### src/hw/swdt_defs.svh
// constants of the system watchdog timer: offsets, field positions, reset values, timing
// assumes inclusion by bare name from the watchdog design files
`ifndef SWDT_DEFS_SVH
`define SWDT_DEFS_SVH

`define SWDT_ADDR_CONTROL     8'hAA
`define SWDT_ADDR_STATUS      8'hAC
`define SWDT_ADDR_MASK        8'hAD

`define SWDT_CTL_ENABLE_BIT   7
`define SWDT_CTL_CLEAR_BIT    6
`define SWDT_CTL_SLEEP_BIT    4
`define SWDT_CTL_CAUSE_BIT    3
`define SWDT_CTL_PS_MSB       2
`define SWDT_CTL_PS_LSB       0

`define SWDT_OPT_OFF_BIT      7
`define SWDT_OPT_UNPROGRAMMED 8'hFF

`define SWDT_PS_RESET         3'h0
`define SWDT_SLEEP_RESET      1'h0
`define SWDT_CAUSE_RESET      1'h0
`define SWDT_STS_RESET        2'h0
`define SWDT_MASK_RESET       2'h0

`define SWDT_STS_TIMEOUT_BIT  0
`define SWDT_STS_LOCKED_BIT   1

`define SWDT_TIMEOUT_TICKS    64
`define SWDT_LRC_FREQ_HZ      10000
`define SWDT_CLK_PERIOD_NS    10
`define SWDT_RST_HOLD_NS      40
`define SWDT_RST_HOLD_CYC     (((`SWDT_RST_HOLD_NS)+(`SWDT_CLK_PERIOD_NS)-1)/(`SWDT_CLK_PERIOD_NS))

`endif

### src/hw/swdt_pkg.sv
// types shared by the system watchdog timer files
// assumes nothing beyond a SystemVerilog compiler
package swdt_pkg;
    typedef enum logic {
        SWDT_RUN,
        SWDT_RST_HOLD
    } swdt_state_t;

    typedef logic [2:0] swdt_ps_t;
endpackage

### src/hw/swdt_prescaler.sv
// prescaler for the low-speed rc tick of the system watchdog timer
// assumes src_tick is a one-cycle pulse synchronous to clk_sys
`timescale 1ns/10ps
module swdt_prescaler #(
    parameter int DIV_W = 8
) (
    input  wire logic              clk_sys,
    input  wire logic              rst_n_sync,
    input  wire logic              clear,
    input  wire logic              run,
    input  wire logic              src_tick,
    input  wire swdt_pkg::swdt_ps_t sel,
    output logic                   div_tick
);
    if (DIV_W < 8)
    begin : g_width_check
        $error("swdt_prescaler: DIV_W must reach the largest division of 256");
    end

    logic [DIV_W-1:0] cnt;
    logic [DIV_W-1:0] div_mask;
    logic             at_end;
    logic [DIV_W-1:0] next_cnt;

    // divisions 1,2,8,16,32,64,128,256 as terminal counts
    always_comb
    begin
        case (sel)
            3'h0:    div_mask = DIV_W'(8'h00);
            3'h1:    div_mask = DIV_W'(8'h01);
            3'h2:    div_mask = DIV_W'(8'h07);
            3'h3:    div_mask = DIV_W'(8'h0F);
            3'h4:    div_mask = DIV_W'(8'h1F);
            3'h5:    div_mask = DIV_W'(8'h3F);
            3'h6:    div_mask = DIV_W'(8'h7F);
            default: div_mask = DIV_W'(8'hFF);
        endcase
    end

    assign at_end   = (cnt >= div_mask);
    assign div_tick = run && src_tick && at_end;
    assign next_cnt = clear ? '0 :
                      (run && src_tick) ? (at_end ? '0 : cnt + DIV_W'(1)) : cnt;

    always_ff @(posedge clk_sys or negedge rst_n_sync)
    begin
        if (!rst_n_sync)
            cnt <= '0;
        else
            cnt <= next_cnt;
    end
endmodule

### src/hw/swdt_top.sv
// system watchdog timer: counter, prescaler, timed-access control register, reset-cause flag
// assumes inputs synchronous to clk_sys; lrc_clk is the slow rc oscillator sampled as a level
`timescale 1ns/10ps
`include "swdt_defs.svh"
module swdt_top #(
    parameter int CNT_W = 6,
    parameter int DIV_W = 8
) (
    input  wire logic       clk_sys,
    input  wire logic       rst_b,
    input  wire logic       sys_rst_req,
    input  wire logic       lrc_clk,
    input  wire logic       cpu_idle,
    input  wire logic       cpu_power_down,
    input  wire logic       timed_access,
    input  wire logic [7:0] boot_option_byte3,
    input  wire logic [7:0] reg_addr,
    input  wire logic [7:0] reg_wdata,
    input  wire logic       reg_wr,
    input  wire logic       reg_rd,
    output logic      [7:0] reg_rdata,
    output logic            wdt_sys_reset,
    output logic            irq
);
    if ((2 ** CNT_W) != `SWDT_TIMEOUT_TICKS)
    begin : g_cnt_check
        $error("swdt_top: CNT_W must span exactly the time-out tick count");
    end

    localparam logic [CNT_W-1:0] CNT_LAST = CNT_W'(`SWDT_TIMEOUT_TICKS - 1);
    localparam logic [2:0]       HOLD_LAST = 3'(`SWDT_RST_HOLD_CYC - 1);

    // reset release
    logic rst_meta_b;
    logic rst_n;

    always_ff @(posedge clk_sys or negedge rst_b)
    begin
        if (!rst_b)
        begin
            rst_meta_b <= 1'b0;
            rst_n      <= 1'b0;
        end
        else
        begin
            rst_meta_b <= 1'b1;
            rst_n      <= rst_meta_b;
        end
    end

    // control and status state
    logic                 watchdog_enable;
    logic                 run_in_sleep;
    logic                 reset_cause_flag;
    swdt_pkg::swdt_ps_t   prescale_select;
    logic                 option_pending;
    logic [CNT_W-1:0]     watchdog_counter;
    logic [1:0]           irq_status;
    logic [1:0]           irq_mask;
    logic                 lrc_prev;
    logic                 sleep_prev;
    logic [2:0]           hold_cnt;
    swdt_pkg::swdt_state_t state;

    // register decode
    wire sel_ctl      = (reg_addr == `SWDT_ADDR_CONTROL);
    wire sel_sts      = (reg_addr == `SWDT_ADDR_STATUS);
    wire sel_msk      = (reg_addr == `SWDT_ADDR_MASK);
    wire ctl_wr_ok    = reg_wr && sel_ctl && timed_access;
    wire ctl_wr_lock  = reg_wr && sel_ctl && !timed_access;
    wire sts_wr       = reg_wr && sel_sts;
    wire msk_wr       = reg_wr && sel_msk;
    wire clear_req    = ctl_wr_ok && reg_wdata[`SWDT_CTL_CLEAR_BIT];

    // counting conditions
    wire asleep       = cpu_idle || cpu_power_down;
    wire sleep_edge   = asleep != sleep_prev;
    wire lrc_tick     = lrc_clk && !lrc_prev;
    wire running      = (state == swdt_pkg::SWDT_RUN);
    wire count_run    = running && watchdog_enable && (!asleep || run_in_sleep);
    // a system reset request restarts the count like any other reset
    wire cnt_clear    = clear_req || sleep_edge || !running || (sys_rst_req && running);
    wire div_tick;
    wire timeout      = div_tick && (watchdog_counter == CNT_LAST);
    wire soft_reset   = timeout || (sys_rst_req && running);
    wire option_en    = !boot_option_byte3[`SWDT_OPT_OFF_BIT];

    wire [7:0] ctl_view = {watchdog_enable, 1'b0, 1'b0, run_in_sleep,
                           reset_cause_flag, prescale_select};
    wire [7:0] next_rdata = !reg_rd ? 8'h00 :
                            sel_ctl ? ctl_view :
                            sel_sts ? {6'h00, irq_status} :
                            sel_msk ? {6'h00, irq_mask} : 8'h00;
    wire [1:0] sts_event;
    assign sts_event[`SWDT_STS_TIMEOUT_BIT] = timeout;
    assign sts_event[`SWDT_STS_LOCKED_BIT]  = ctl_wr_lock;
    wire [1:0] next_status = (irq_status & ~(sts_wr ? reg_wdata[1:0] : 2'h0)) | sts_event;

    swdt_prescaler #(
        .DIV_W      (DIV_W)
    ) u_prescaler (
        .clk_sys    (clk_sys),
        .rst_n_sync (rst_n),
        .clear      (cnt_clear),
        .run        (count_run),
        .src_tick   (lrc_tick),
        .sel        (prescale_select),
        .div_tick   (div_tick)
    );

    // counter: counts 64 divided ticks, cleared by software, sleep edges and reset hold
    always_ff @(posedge clk_sys or negedge rst_n)
    begin
        if (!rst_n)
            watchdog_counter <= '0;
        else if (cnt_clear)
            watchdog_counter <= '0;
        else if (div_tick)
            watchdog_counter <= watchdog_counter + CNT_W'(1);
    end

    // edge history of the slow clock and the sleep state
    always_ff @(posedge clk_sys or negedge rst_n)
    begin
        if (!rst_n)
        begin
            lrc_prev   <= 1'b0;
            sleep_prev <= 1'b0;
        end
        else
        begin
            lrc_prev   <= lrc_clk;
            sleep_prev <= asleep;
        end
    end

    // reset pulse generator: no interrupt stage, straight to system reset
    always_ff @(posedge clk_sys or negedge rst_n)
    begin
        if (!rst_n)
        begin
            state         <= swdt_pkg::SWDT_RUN;
            hold_cnt      <= 3'h0;
            wdt_sys_reset <= 1'b0;
        end
        else
        begin
            case (state)
                swdt_pkg::SWDT_RUN:
                begin
                    if (timeout)
                    begin
                        state         <= swdt_pkg::SWDT_RST_HOLD;
                        wdt_sys_reset <= 1'b1;
                        hold_cnt      <= 3'h0;
                    end
                end
                swdt_pkg::SWDT_RST_HOLD:
                begin
                    if (hold_cnt == HOLD_LAST)
                    begin
                        state         <= swdt_pkg::SWDT_RUN;
                        wdt_sys_reset <= 1'b0;
                    end
                    else
                        hold_cnt <= hold_cnt + 3'h1;
                end
                default:
                begin
                    state         <= swdt_pkg::SWDT_RUN;
                    wdt_sys_reset <= 1'b0;
                end
            endcase
        end
    end

    // enable: loaded from the option byte after power-on and after every other reset
    always_ff @(posedge clk_sys or negedge rst_n)
    begin
        if (!rst_n)
        begin
            option_pending  <= 1'b1;
            watchdog_enable <= 1'b0;
        end
        else
        begin
            option_pending <= 1'b0;
            if (option_pending || soft_reset)
                watchdog_enable <= option_en;
            else if (ctl_wr_ok)
                watchdog_enable <= reg_wdata[`SWDT_CTL_ENABLE_BIT];
        end
    end

    // power-on-only fields; a soft reset keeps them
    always_ff @(posedge clk_sys or negedge rst_n)
    begin
        if (!rst_n)
        begin
            run_in_sleep    <= `SWDT_SLEEP_RESET;
            prescale_select <= `SWDT_PS_RESET;
        end
        else if (ctl_wr_ok && !soft_reset)
        begin
            run_in_sleep    <= reg_wdata[`SWDT_CTL_SLEEP_BIT];
            prescale_select <= reg_wdata[`SWDT_CTL_PS_MSB:`SWDT_CTL_PS_LSB];
        end
    end

    // reset-cause flag: the hardware set wins over a software clear
    always_ff @(posedge clk_sys or negedge rst_n)
    begin
        if (!rst_n)
            reset_cause_flag <= `SWDT_CAUSE_RESET;
        else if (timeout)
            reset_cause_flag <= 1'b1;
        else if (ctl_wr_ok)
            reset_cause_flag <= reg_wdata[`SWDT_CTL_CAUSE_BIT];
    end

    // sticky status, mask and read data
    always_ff @(posedge clk_sys or negedge rst_n)
    begin
        if (!rst_n)
        begin
            irq_status <= `SWDT_STS_RESET;
            irq_mask   <= `SWDT_MASK_RESET;
            irq        <= 1'b0;
            reg_rdata  <= 8'h00;
        end
        else
        begin
            irq_status <= next_status;
            if (msk_wr)
                irq_mask <= reg_wdata[1:0];
            irq       <= |(next_status & (msk_wr ? reg_wdata[1:0] : irq_mask));
            reg_rdata <= next_rdata;
        end
    end

    // checks
    AST_TIMEOUT_RESET: assert property (@(posedge clk_sys) disable iff (!rst_n)
        timeout |=> wdt_sys_reset && state == swdt_pkg::SWDT_RST_HOLD)
        else $error("time-out did not raise the system reset");

    AST_RESET_HOLD: assert property (@(posedge clk_sys) disable iff (!rst_n)
        $rose(wdt_sys_reset) |-> wdt_sys_reset [*4] ##1 !wdt_sys_reset)
        else $error("system reset pulse has the wrong length");

    AST_CLEAR_ZERO: assert property (@(posedge clk_sys) disable iff (!rst_n)
        clear_req |=> watchdog_counter == '0 && !timeout)
        else $error("clear write did not zero the counter");

    AST_CLEAR_READS_ZERO: assert property (@(posedge clk_sys) disable iff (!rst_n)
        reg_rd && sel_ctl |=> !reg_rdata[`SWDT_CTL_CLEAR_BIT])
        else $error("clear bit read back as one");

    AST_DISABLED_HOLDS: assert property (@(posedge clk_sys) disable iff (!rst_n)
        !watchdog_enable && !cnt_clear |=> $stable(watchdog_counter))
        else $error("counter moved while disabled");

    AST_TIMEOUT_AT_64: assert property (@(posedge clk_sys) disable iff (!rst_n)
        timeout |-> watchdog_counter == 6'h3F && div_tick)
        else $error("time-out away from the 64th tick");

    AST_CAUSE_SET: assert property (@(posedge clk_sys) disable iff (!rst_n)
        timeout |=> reset_cause_flag ##1 (reset_cause_flag || $past(ctl_wr_ok)))
        else $error("reset-cause flag not set by time-out");

    AST_SLEEP_HALT: assert property (@(posedge clk_sys) disable iff (!rst_n)
        asleep && !run_in_sleep |-> !div_tick)
        else $error("counter advanced in sleep with sleep-run off");

    AST_SOFT_KEEPS: assert property (@(posedge clk_sys) disable iff (!rst_n)
        soft_reset |=> $stable(prescale_select) && $stable(run_in_sleep))
        else $error("soft reset changed power-on-only fields");

    AST_ENABLE_LOAD: assert property (@(posedge clk_sys) disable iff (!rst_n)
        soft_reset |=> watchdog_enable == !$past(boot_option_byte3[`SWDT_OPT_OFF_BIT]))
        else $error("enable not reloaded from the option byte");

    AST_SLEEP_EDGE: assert property (@(posedge clk_sys) disable iff (!rst_n)
        sleep_edge |=> watchdog_counter == '0)
        else $error("sleep entry or exit did not clear the counter");

    AST_LOCKED_WRITE: assert property (@(posedge clk_sys) disable iff (!rst_n)
        ctl_wr_lock && !soft_reset && !option_pending && !timeout |=>
            $stable(watchdog_enable) && $stable(prescale_select) && irq_status[1])
        else $error("control changed by a write outside the unlock window");
endmodule

### config.mk
export PLATFORM = sky130hd
export DESIGN_NAME = swdt_top
export DESIGN_NICKNAME = d
export VERILOG_FILES = /design/src/hw/swdt_pkg.sv /design/src/hw/swdt_prescaler.sv /design/src/hw/swdt_top.sv
export VERILOG_INCLUDE_DIRS = /design/src /design/src/hw
export SDC_FILE = /design/constraint.sdc
export NUM_CORES = 1
export LEC_CHECK = 0
export ABC_AREA = 1
export ABC_CLOCK_PERIOD_IN_PS = 1900
export BUFFER_PORTS_ARGS = -buffer_cell sky130_fd_sc_hd__buf_4
export CORE_ASPECT_RATIO = 2
export CORE_UTILIZATION = 35
export CTS_BUF_LIST = sky130_fd_sc_hd__clkbuf_4
export DETAILED_ROUTE_END_ITERATION = 8
export GPL_ROUTABILITY_DRIVEN = 0
export PLACE_DENSITY_LB_ADDON = 0.15
export RECOVER_POWER = 100
export SLEW_MARGIN = 20
export SYNTH_ARGS = -nofsm -noshare
export SYNTH_HDL_FRONTEND = slang
export SYNTH_SLANG_ARGS = --single-unit
### constraint.sdc
create_clock -name clk_sys -period 1.9 [get_ports clk_sys]
set_clock_uncertainty 0.15 [all_clocks]
set_input_delay 0.19 -clock clk_sys [delete_from_list [all_inputs] [get_ports clk_sys]]
set_output_delay 0.19 -clock clk_sys [all_outputs]
set_load 0.05 [all_outputs]
==> flow_metrics.tcl, run 1 <==
set metrics [dict create \
    holdWs_ps -36.9 \
    diodes 0 \
    syn_area_um2 2280 \
    drv_slew 0 \
    cts_buffer_depth 2 \
    synth_top_area_share_pct 43.8 \
    finalCriticalPeriod_ps 1970 \
    crit_top_cell "nand2_1" \
    max_freq_mhz 507 \
    slowest_stage "dfrtp_2" \
    grt_max_degree 34 \
    multi_input_area_um2 1170 \
    slew_headroom_pct 45.8 \
    regArea_um2 1030 \
    rr_endpoint "u_prescaler.cnt[2]" \
    switchingPower_mw 0.448 \
    dieWidth_um 59.1 \
    drv_cap 0 \
    setup_ws_ps -70.9 \
    totalPowerFinal_mw 1.83 \
    clkLatencyLatePin_ps 380 \
    antenna_found_initial 0 \
    synth_area_leader_cell "dfrtp_1" \
    fillers 660 \
    path_cells "a21oi_2 -> ha_1 -> nand2_1 -> nor2_1 -> nor2_1 -> nand2_1 -> nand2_2 -> nand2_4 -> inv_6 -> buf_6 -> nand2_2 -> nand3b_1 -> nand2_1" \
    r2r_setup_slack_ps -70 \
    area_delta_synth_final_pct 34.9 \
    cp.arrival_ps 2150 \
    synth-seq-area-share_pct 45.0 \
    path_delay_family "simple AND/OR/NAND/NOR gates" \
    root_buffer "clkbuf_4" \
    die-area_um2 6870 \
    rsz0062_at_grt "yes" \
    fin_cells 449 \
    numClockSinks 41 \
    swShare_pct 24.5 \
    path_class "reg2reg" \
    htreeDepth 2 \
    p_leak_nw 1.63 \
    cts_tree "yes" \
    crit_path_max_incr_delay_ps 480 \
    first_iter_violations 32 \
    path_clk_slew_ps 150 \
    grt_pass1_vias 1972 \
    ff2ff_path_depth 13 \
    status "finished, violations left" \
    synthTopCellsByArea "dfrtp_1 (44%), nand2_1 (16%), ha_1 (6.6%)" \
    dr.pass1.iters 4 \
    layout_commonest_cell "nand2_1" \
    final_cell_mix "nand2_1 (94), buf_4 (47), dfrtp_1 (37), inv_1 (32), nand3_1 (25)" \
    tightest_slew_ps 813 \
    seqPwrFrac_pct 48.9 \
    hold_path_class "reg2async" \
    cp-start-kind "register" \
    start_util_pct 36.2 \
    end_kind "register" \
    power.internal_mw 1.38 \
    drive_above_1_share_pct 23.1 \
    clockPowerShare_pct 40.7 \
    drc 0 \
    syn_inst 291 \
    r2r_start "prescale_select[1]" \
    ios 43 \
    peakVddDrop_mv 0.440 \
    critPathBufInv 2 \
    dp_hpwl_um 3940 \
    dp_cells 426 \
    io_buffer_count 32 \
    vias 2033 \
    routedWlPerCell_um 11.5 \
    cp_max_fo 7 \
    fin_crit_sh_pct 104 \
    routed_wl_um 5160 \
    comb_power_share_pct 10.4 \
    syn_area_per_cell_um2 7.85 \
    overflow 0 \
    finalSetupViolations 24 \
    grt_pass1_wl_um 8450 \
    antenna_left 0 \
    violations "negative hold slack, negative setup slack" \
    cts_buffers 5 \
    powerDensity_nw_per_um2 594 \
    cts_setup_buffers 0 \
    core_um2 6310 \
    ys_warn_count 0 \
    ys_ff_latch 41 \
    die_h_um 116 \
    row_count 41 \
    avgViaCountPerCell 4.53 \
    nets 407 \
    grtUsageTotal_pct 16.8 \
    hold_viol 5 \
    synth_cell_types 29 \
    cp_data_required_time_ps 2080 \
]
Yosys cell counts:
library cell and number:
a21oi_1 5, a22oi_1 1, buf_2 1, buf_4 3, buf_6 1, clkbuf_1 1, conb_1 2, dfrtp_1 40
dfstp_2 1, ha_1 12, inv_1 33, inv_2 1, nand2_1 98, nand2_2 1, nand3_1 26, nand3_4 1
nand3b_1 3, nand4_1 6, nor2_1 28, nor2_2 1, nor2_4 1, nor3_1 6, nor3_4 2, o211ai_1 1
o21a_1 1, o21ai_0 4, o21bai_1 1, xnor2_1 3, xor2_1 7
flip-flops by register name, indices dropped and copies added, names as in the netlist:
name,count
watchdog_counter,6
watchdog_enable,1
lrc_prev,1
rst_n,1
reg_rdata,6
prescale_select,3
wdt_sys_reset,1
option_pending,1
state,1
run_in_sleep,1
irq_mask,2
reset_cause_flag,1
irq_status,2
hold_cnt,3
sleep_prev,1
u_prescaler.cnt,8
rst_meta_b,1
irq,1
power groups by stage:
stage	logic, mW	clock network (mW)	registers, mW
final	0.191	0.745	0.896
after global routing	0.212	0.802	0.899
after CTS	0.196	0.771	0.897
after detailed placement	0.166	0	0.913
after global placement	0.165	0	0.913
after floorplan	0.0838	0	0.920
worst max-delay path by stage:
stage / from / to / slack [ps] / depth (start not counted)
floorplan: prescale_select[1] / watchdog_counter[3] / -3 / 15
global placement: prescale_select[1] / run_in_sleep / -160 / 12
detailed placement: prescale_select[1] / prescale_select[0] / -190 / 12
CTS: prescale_select[1] / u_prescaler.cnt[2] / -90 / 13
global route: prescale_select[1] / u_prescaler.cnt[3] / -210 / 9
finish: prescale_select[1] / u_prescaler.cnt[2] / -70 / 13
cell type report:
cell class / instances / area share, %
Sequential cell: 41 / 33.5
Tap cell: 86 / 3.49
Timing Repair Buffer: 67 / 17.3
Inverter: 34 / 4.30
Clock buffer: 5 / 1.22
Clock inverter: 3 / 2.23
Multi-Input combinational cell: 213 / 38.0
kinds of logic (layout without fill, tap and decap cells):
logic type	Yosys count	count (layout)	synth area share (%)
other	2	4	0.329
DFF	41	41	45.0
adders and majority gates	12	12	6.57
AOI/OAI and AO/OA	13	13	3.29
xor gates and xnor gates	10	10	3.83
and+or+nand+nor	173	174	33.6
buffers and inverters	40	109	7.45
timing repair:
item | in CTS | in global routing
gates cloned | 1 | 0
endpoints found under the setup margin | 26 | 27
gates resized for setup | 16 | 7
hold buffers | 14 | 0
pin swaps | 3 | 6
endpoints found under the hold margin | 20 | 0
through the flow:
| step | setup WS (ps) | utilization [%] | area, µm² | TNS [ps] | hold WS [ps] |
|---|---|---|---|---|---|
| after floorplan | -2.52 | - | 2300 | -5.01 | -256 |
| after global placement | -163 | 43.9 | 2770 | -2390 | -177 |
| after detailed placement | -191 | 43.9 | 2770 | -2930 | -175 |
| after CTS | -89.4 | 48.8 | 3080 | -1350 | 2.18 |
| after global routing | -210 | 48.8 | 3080 | -4350 | 0.278 |
| final | -70.9 | 48.8 | 3080 | -1130 | -36.9 |
per-layer routing:
layer  vias up  wire [µm]  part of all wire, %  global-route usage (%)
met3        11        112                  2.2                    3.10
met5         -          0                    0                       0
li1       1059          -                    -                       -
met4         0        183                  3.5                    9.68
met2        27       3030                   59                    32.2
met1       936       1830                   35                    16.0
No activity file was read; power rests on OpenSTA's default activity.
==> run 2: changes to the inputs <==
--- a/config.mk
+++ b/config.mk
@@ -16,6 +16,7 @@
 export GPL_ROUTABILITY_DRIVEN = 0
 export PLACE_DENSITY_LB_ADDON = 0.15
 export RECOVER_POWER = 100
+export SETUP_SLACK_MARGIN = 0.15
 export SLEW_MARGIN = 20
 export SYNTH_ARGS = -nofsm -noshare
 export SYNTH_HDL_FRONTEND = slang
==> run 2 against run 1 <==
- the run ends with negative setup slack left
- register-to-register slack worse by 70 ps
- first-iteration DRC count fell by 6.3%
- critical path type unchanged
- critical path depth rose by 1
- combinational power fell by 5%
- cell area decreased by 2.6%
- via count increased by 1.4%
==> flow_metrics.tcl, run 2 (synthesis gave the netlist of run 1 again) <==
set metrics [dict create \
    status "finished, violations left" \
    violations "negative setup slack" \
    regMostFlops "u_prescaler.cnt" \
    cts_buffer_depth 2 \
    cts_tree "yes" \
    nets 408 \
    clkLatencyLatePin_ps 370 \
    routedWlPerCell_um 11.7 \
    end_kind "register" \
    holdPathStages 4 \
    hold_viol 0 \
    row_count 41 \
    drive_above_1_share_pct 20.1 \
    utilization_pct 47.6 \
    grt_max_degree 30 \
    grt_pass1_wl_um 8870 \
    regArea_um2 1030 \
    start_util_pct 36.2 \
    fin_crit_sh_pct 108 \
    totalPowerFinal_mw 1.68 \
    path_class "reg2reg" \
    powerDensity_nw_per_um2 559 \
    drv_cap 0 \
    layout_commonest_cell "nand2_1" \
    antenna_found_initial 0 \
    cp_max_fo 7 \
    core_um2 6310 \
    io_buffer_count 32 \
    slew_headroom_pct 49.0 \
    setup_ws_ps -145 \
    dp_hpwl_um 4050 \
    vias 2061 \
    multi_input_area_um2 1140 \
    peakVddDrop_mv 0.588 \
    htreeDepth 2 \
    ios 43 \
    diodes 0 \
    grt_pass1_vias 2021 \
    largest_register_ffs 8 \
    dr.pass1.iters 4 \
    die-area_um2 6870 \
    top_regs "u_prescaler.cnt x8, reg_rdata x6, watchdog_counter x6" \
    finalCriticalPeriod_ps 2040 \
    overflow 0 \
    drc 0 \
    antenna_left 0 \
    tightest_slew_ps 765 \
    finalSetupViolations 25 \
    routed_wl_um 5240 \
    dieWidth_um 59.1 \
    max_freq_mhz 489 \
    path_clk_slew_ps 140 \
    cts_buffers 5 \
    ff2ff_path_depth 14 \
    root_buffer "clkbuf_4" \
    cp.arrival_ps 2180 \
    drv_slew 0 \
    first_iter_violations 30 \
    cp_data_required_time_ps 2030 \
    area_delta_synth_final_pct 31.3 \
    tns_ps -2300 \
    hold_path_class "in2reg" \
    preCtsSetupSlack_ps -149 \
    final_cell_mix "nand2_1 (96), buf_4 (40), dfrtp_1 (38), inv_1 (32)" \
    avgViaCountPerCell 4.58 \
    p_leak_nw 1.57 \
    die_h_um 116 \
    numClockSinks 41 \
    placed_area_um2 2760 \
    final_cell_area_um2 3000 \
    fillers 653 \
    grtUsageTotal_pct 17.7 \
    cp-start-kind "register" \
    rsz0062_at_grt "yes" \
]
[run 2: cell count changes in the layout (fill, tap and decap cells not counted), moves of 2 or more]
cell,delta
nand2_1,+2
clkbuf_1,+8
buf_4,-7
inv_6,-2
nand2_4,-2
[run 2: timing repair]
| action | in CTS | in global routing |
|---|---|---|
| cloned | 1 | 0 |
| hold buffers | 13 | 0 |
| resized for setup | 8 | 6 |
| pin swaps | 4 | 0 |
| buffers inserted | 1 | 2 |
| endpoints found under the hold margin | 20 | 0 |
| setup endpoints to repair | 27 | 27 |
[run 2: stage by stage]
step                hold WS (ps)  cells
global route                32.4    450
floorplan                   -256    293
finish                      29.1    450
global placement            -177    425
detailed placement          -177    425
CTS                         10.1    448
[run 2: path summary, 6_finish.rpt]
kind,slack (ps),start,to
setup / recovery,-140,prescale_select[1],watchdog_counter[4]
hold / removal,30,sys_rst_req,u_prescaler.cnt[0]
setup reg to reg,-140,prescale_select[1],watchdog_counter[4]
hold reg to reg,40,rst_n,watchdog_counter[2]
max in group asynchronous,420,rst_n,prescale_select[1]
min in group asynchronous,40,rst_n,watchdog_counter[2]
[run 2: report_power, final]
| part | switching (mW) | internal, mW |
|---|---|---|
| Combinational | 0.103 | 0.0782 |
| Sequential | 0.0117 | 0.886 |
| Clock | 0.320 | 0.278 |
| Total | 0.436 | 1.24 |
[run 2: layout make-up]
| type | instances | area share [%] |
|---|---|---|
| clock buffer | 5 | 1.25 |
| clock inverter | 3 | 1.54 |
| inverter | 34 | 4.25 |
| multi-input combinational | 213 | 38.2 |
| sequential | 41 | 34.3 |
| tap | 86 | 3.59 |
| timing repair buffer | 68 | 16.9 |
[run 2: per-layer routing]
metal | share of wire [%] | wire length, µm | up-vias | global-route usage, %
li1 | - | - | 1057 | -
met1 | 37 | 1960 | 956 | 17.7
met2 | 56 | 2930 | 30 | 32.8
met3 | 2.0 | 107 | 18 | 2.33
met4 | 4.8 | 250 | 0 | 11.4
met5 | 0 | 0 | - | 0
[run 2: critical path, cell delays in order, from the launching register on]
cell and delay, ps:
dfrtp_2 490, nor2_1 110, nand2_1 60, ha_1 270
nand2_1 50, nor2_1 80, nor2_1 40, nand2_1 70
nand2_1 60, nand2_2 110, inv_2 80, nor2_4 200
nor2_4 70, nand2_1 60, nand2_1 50
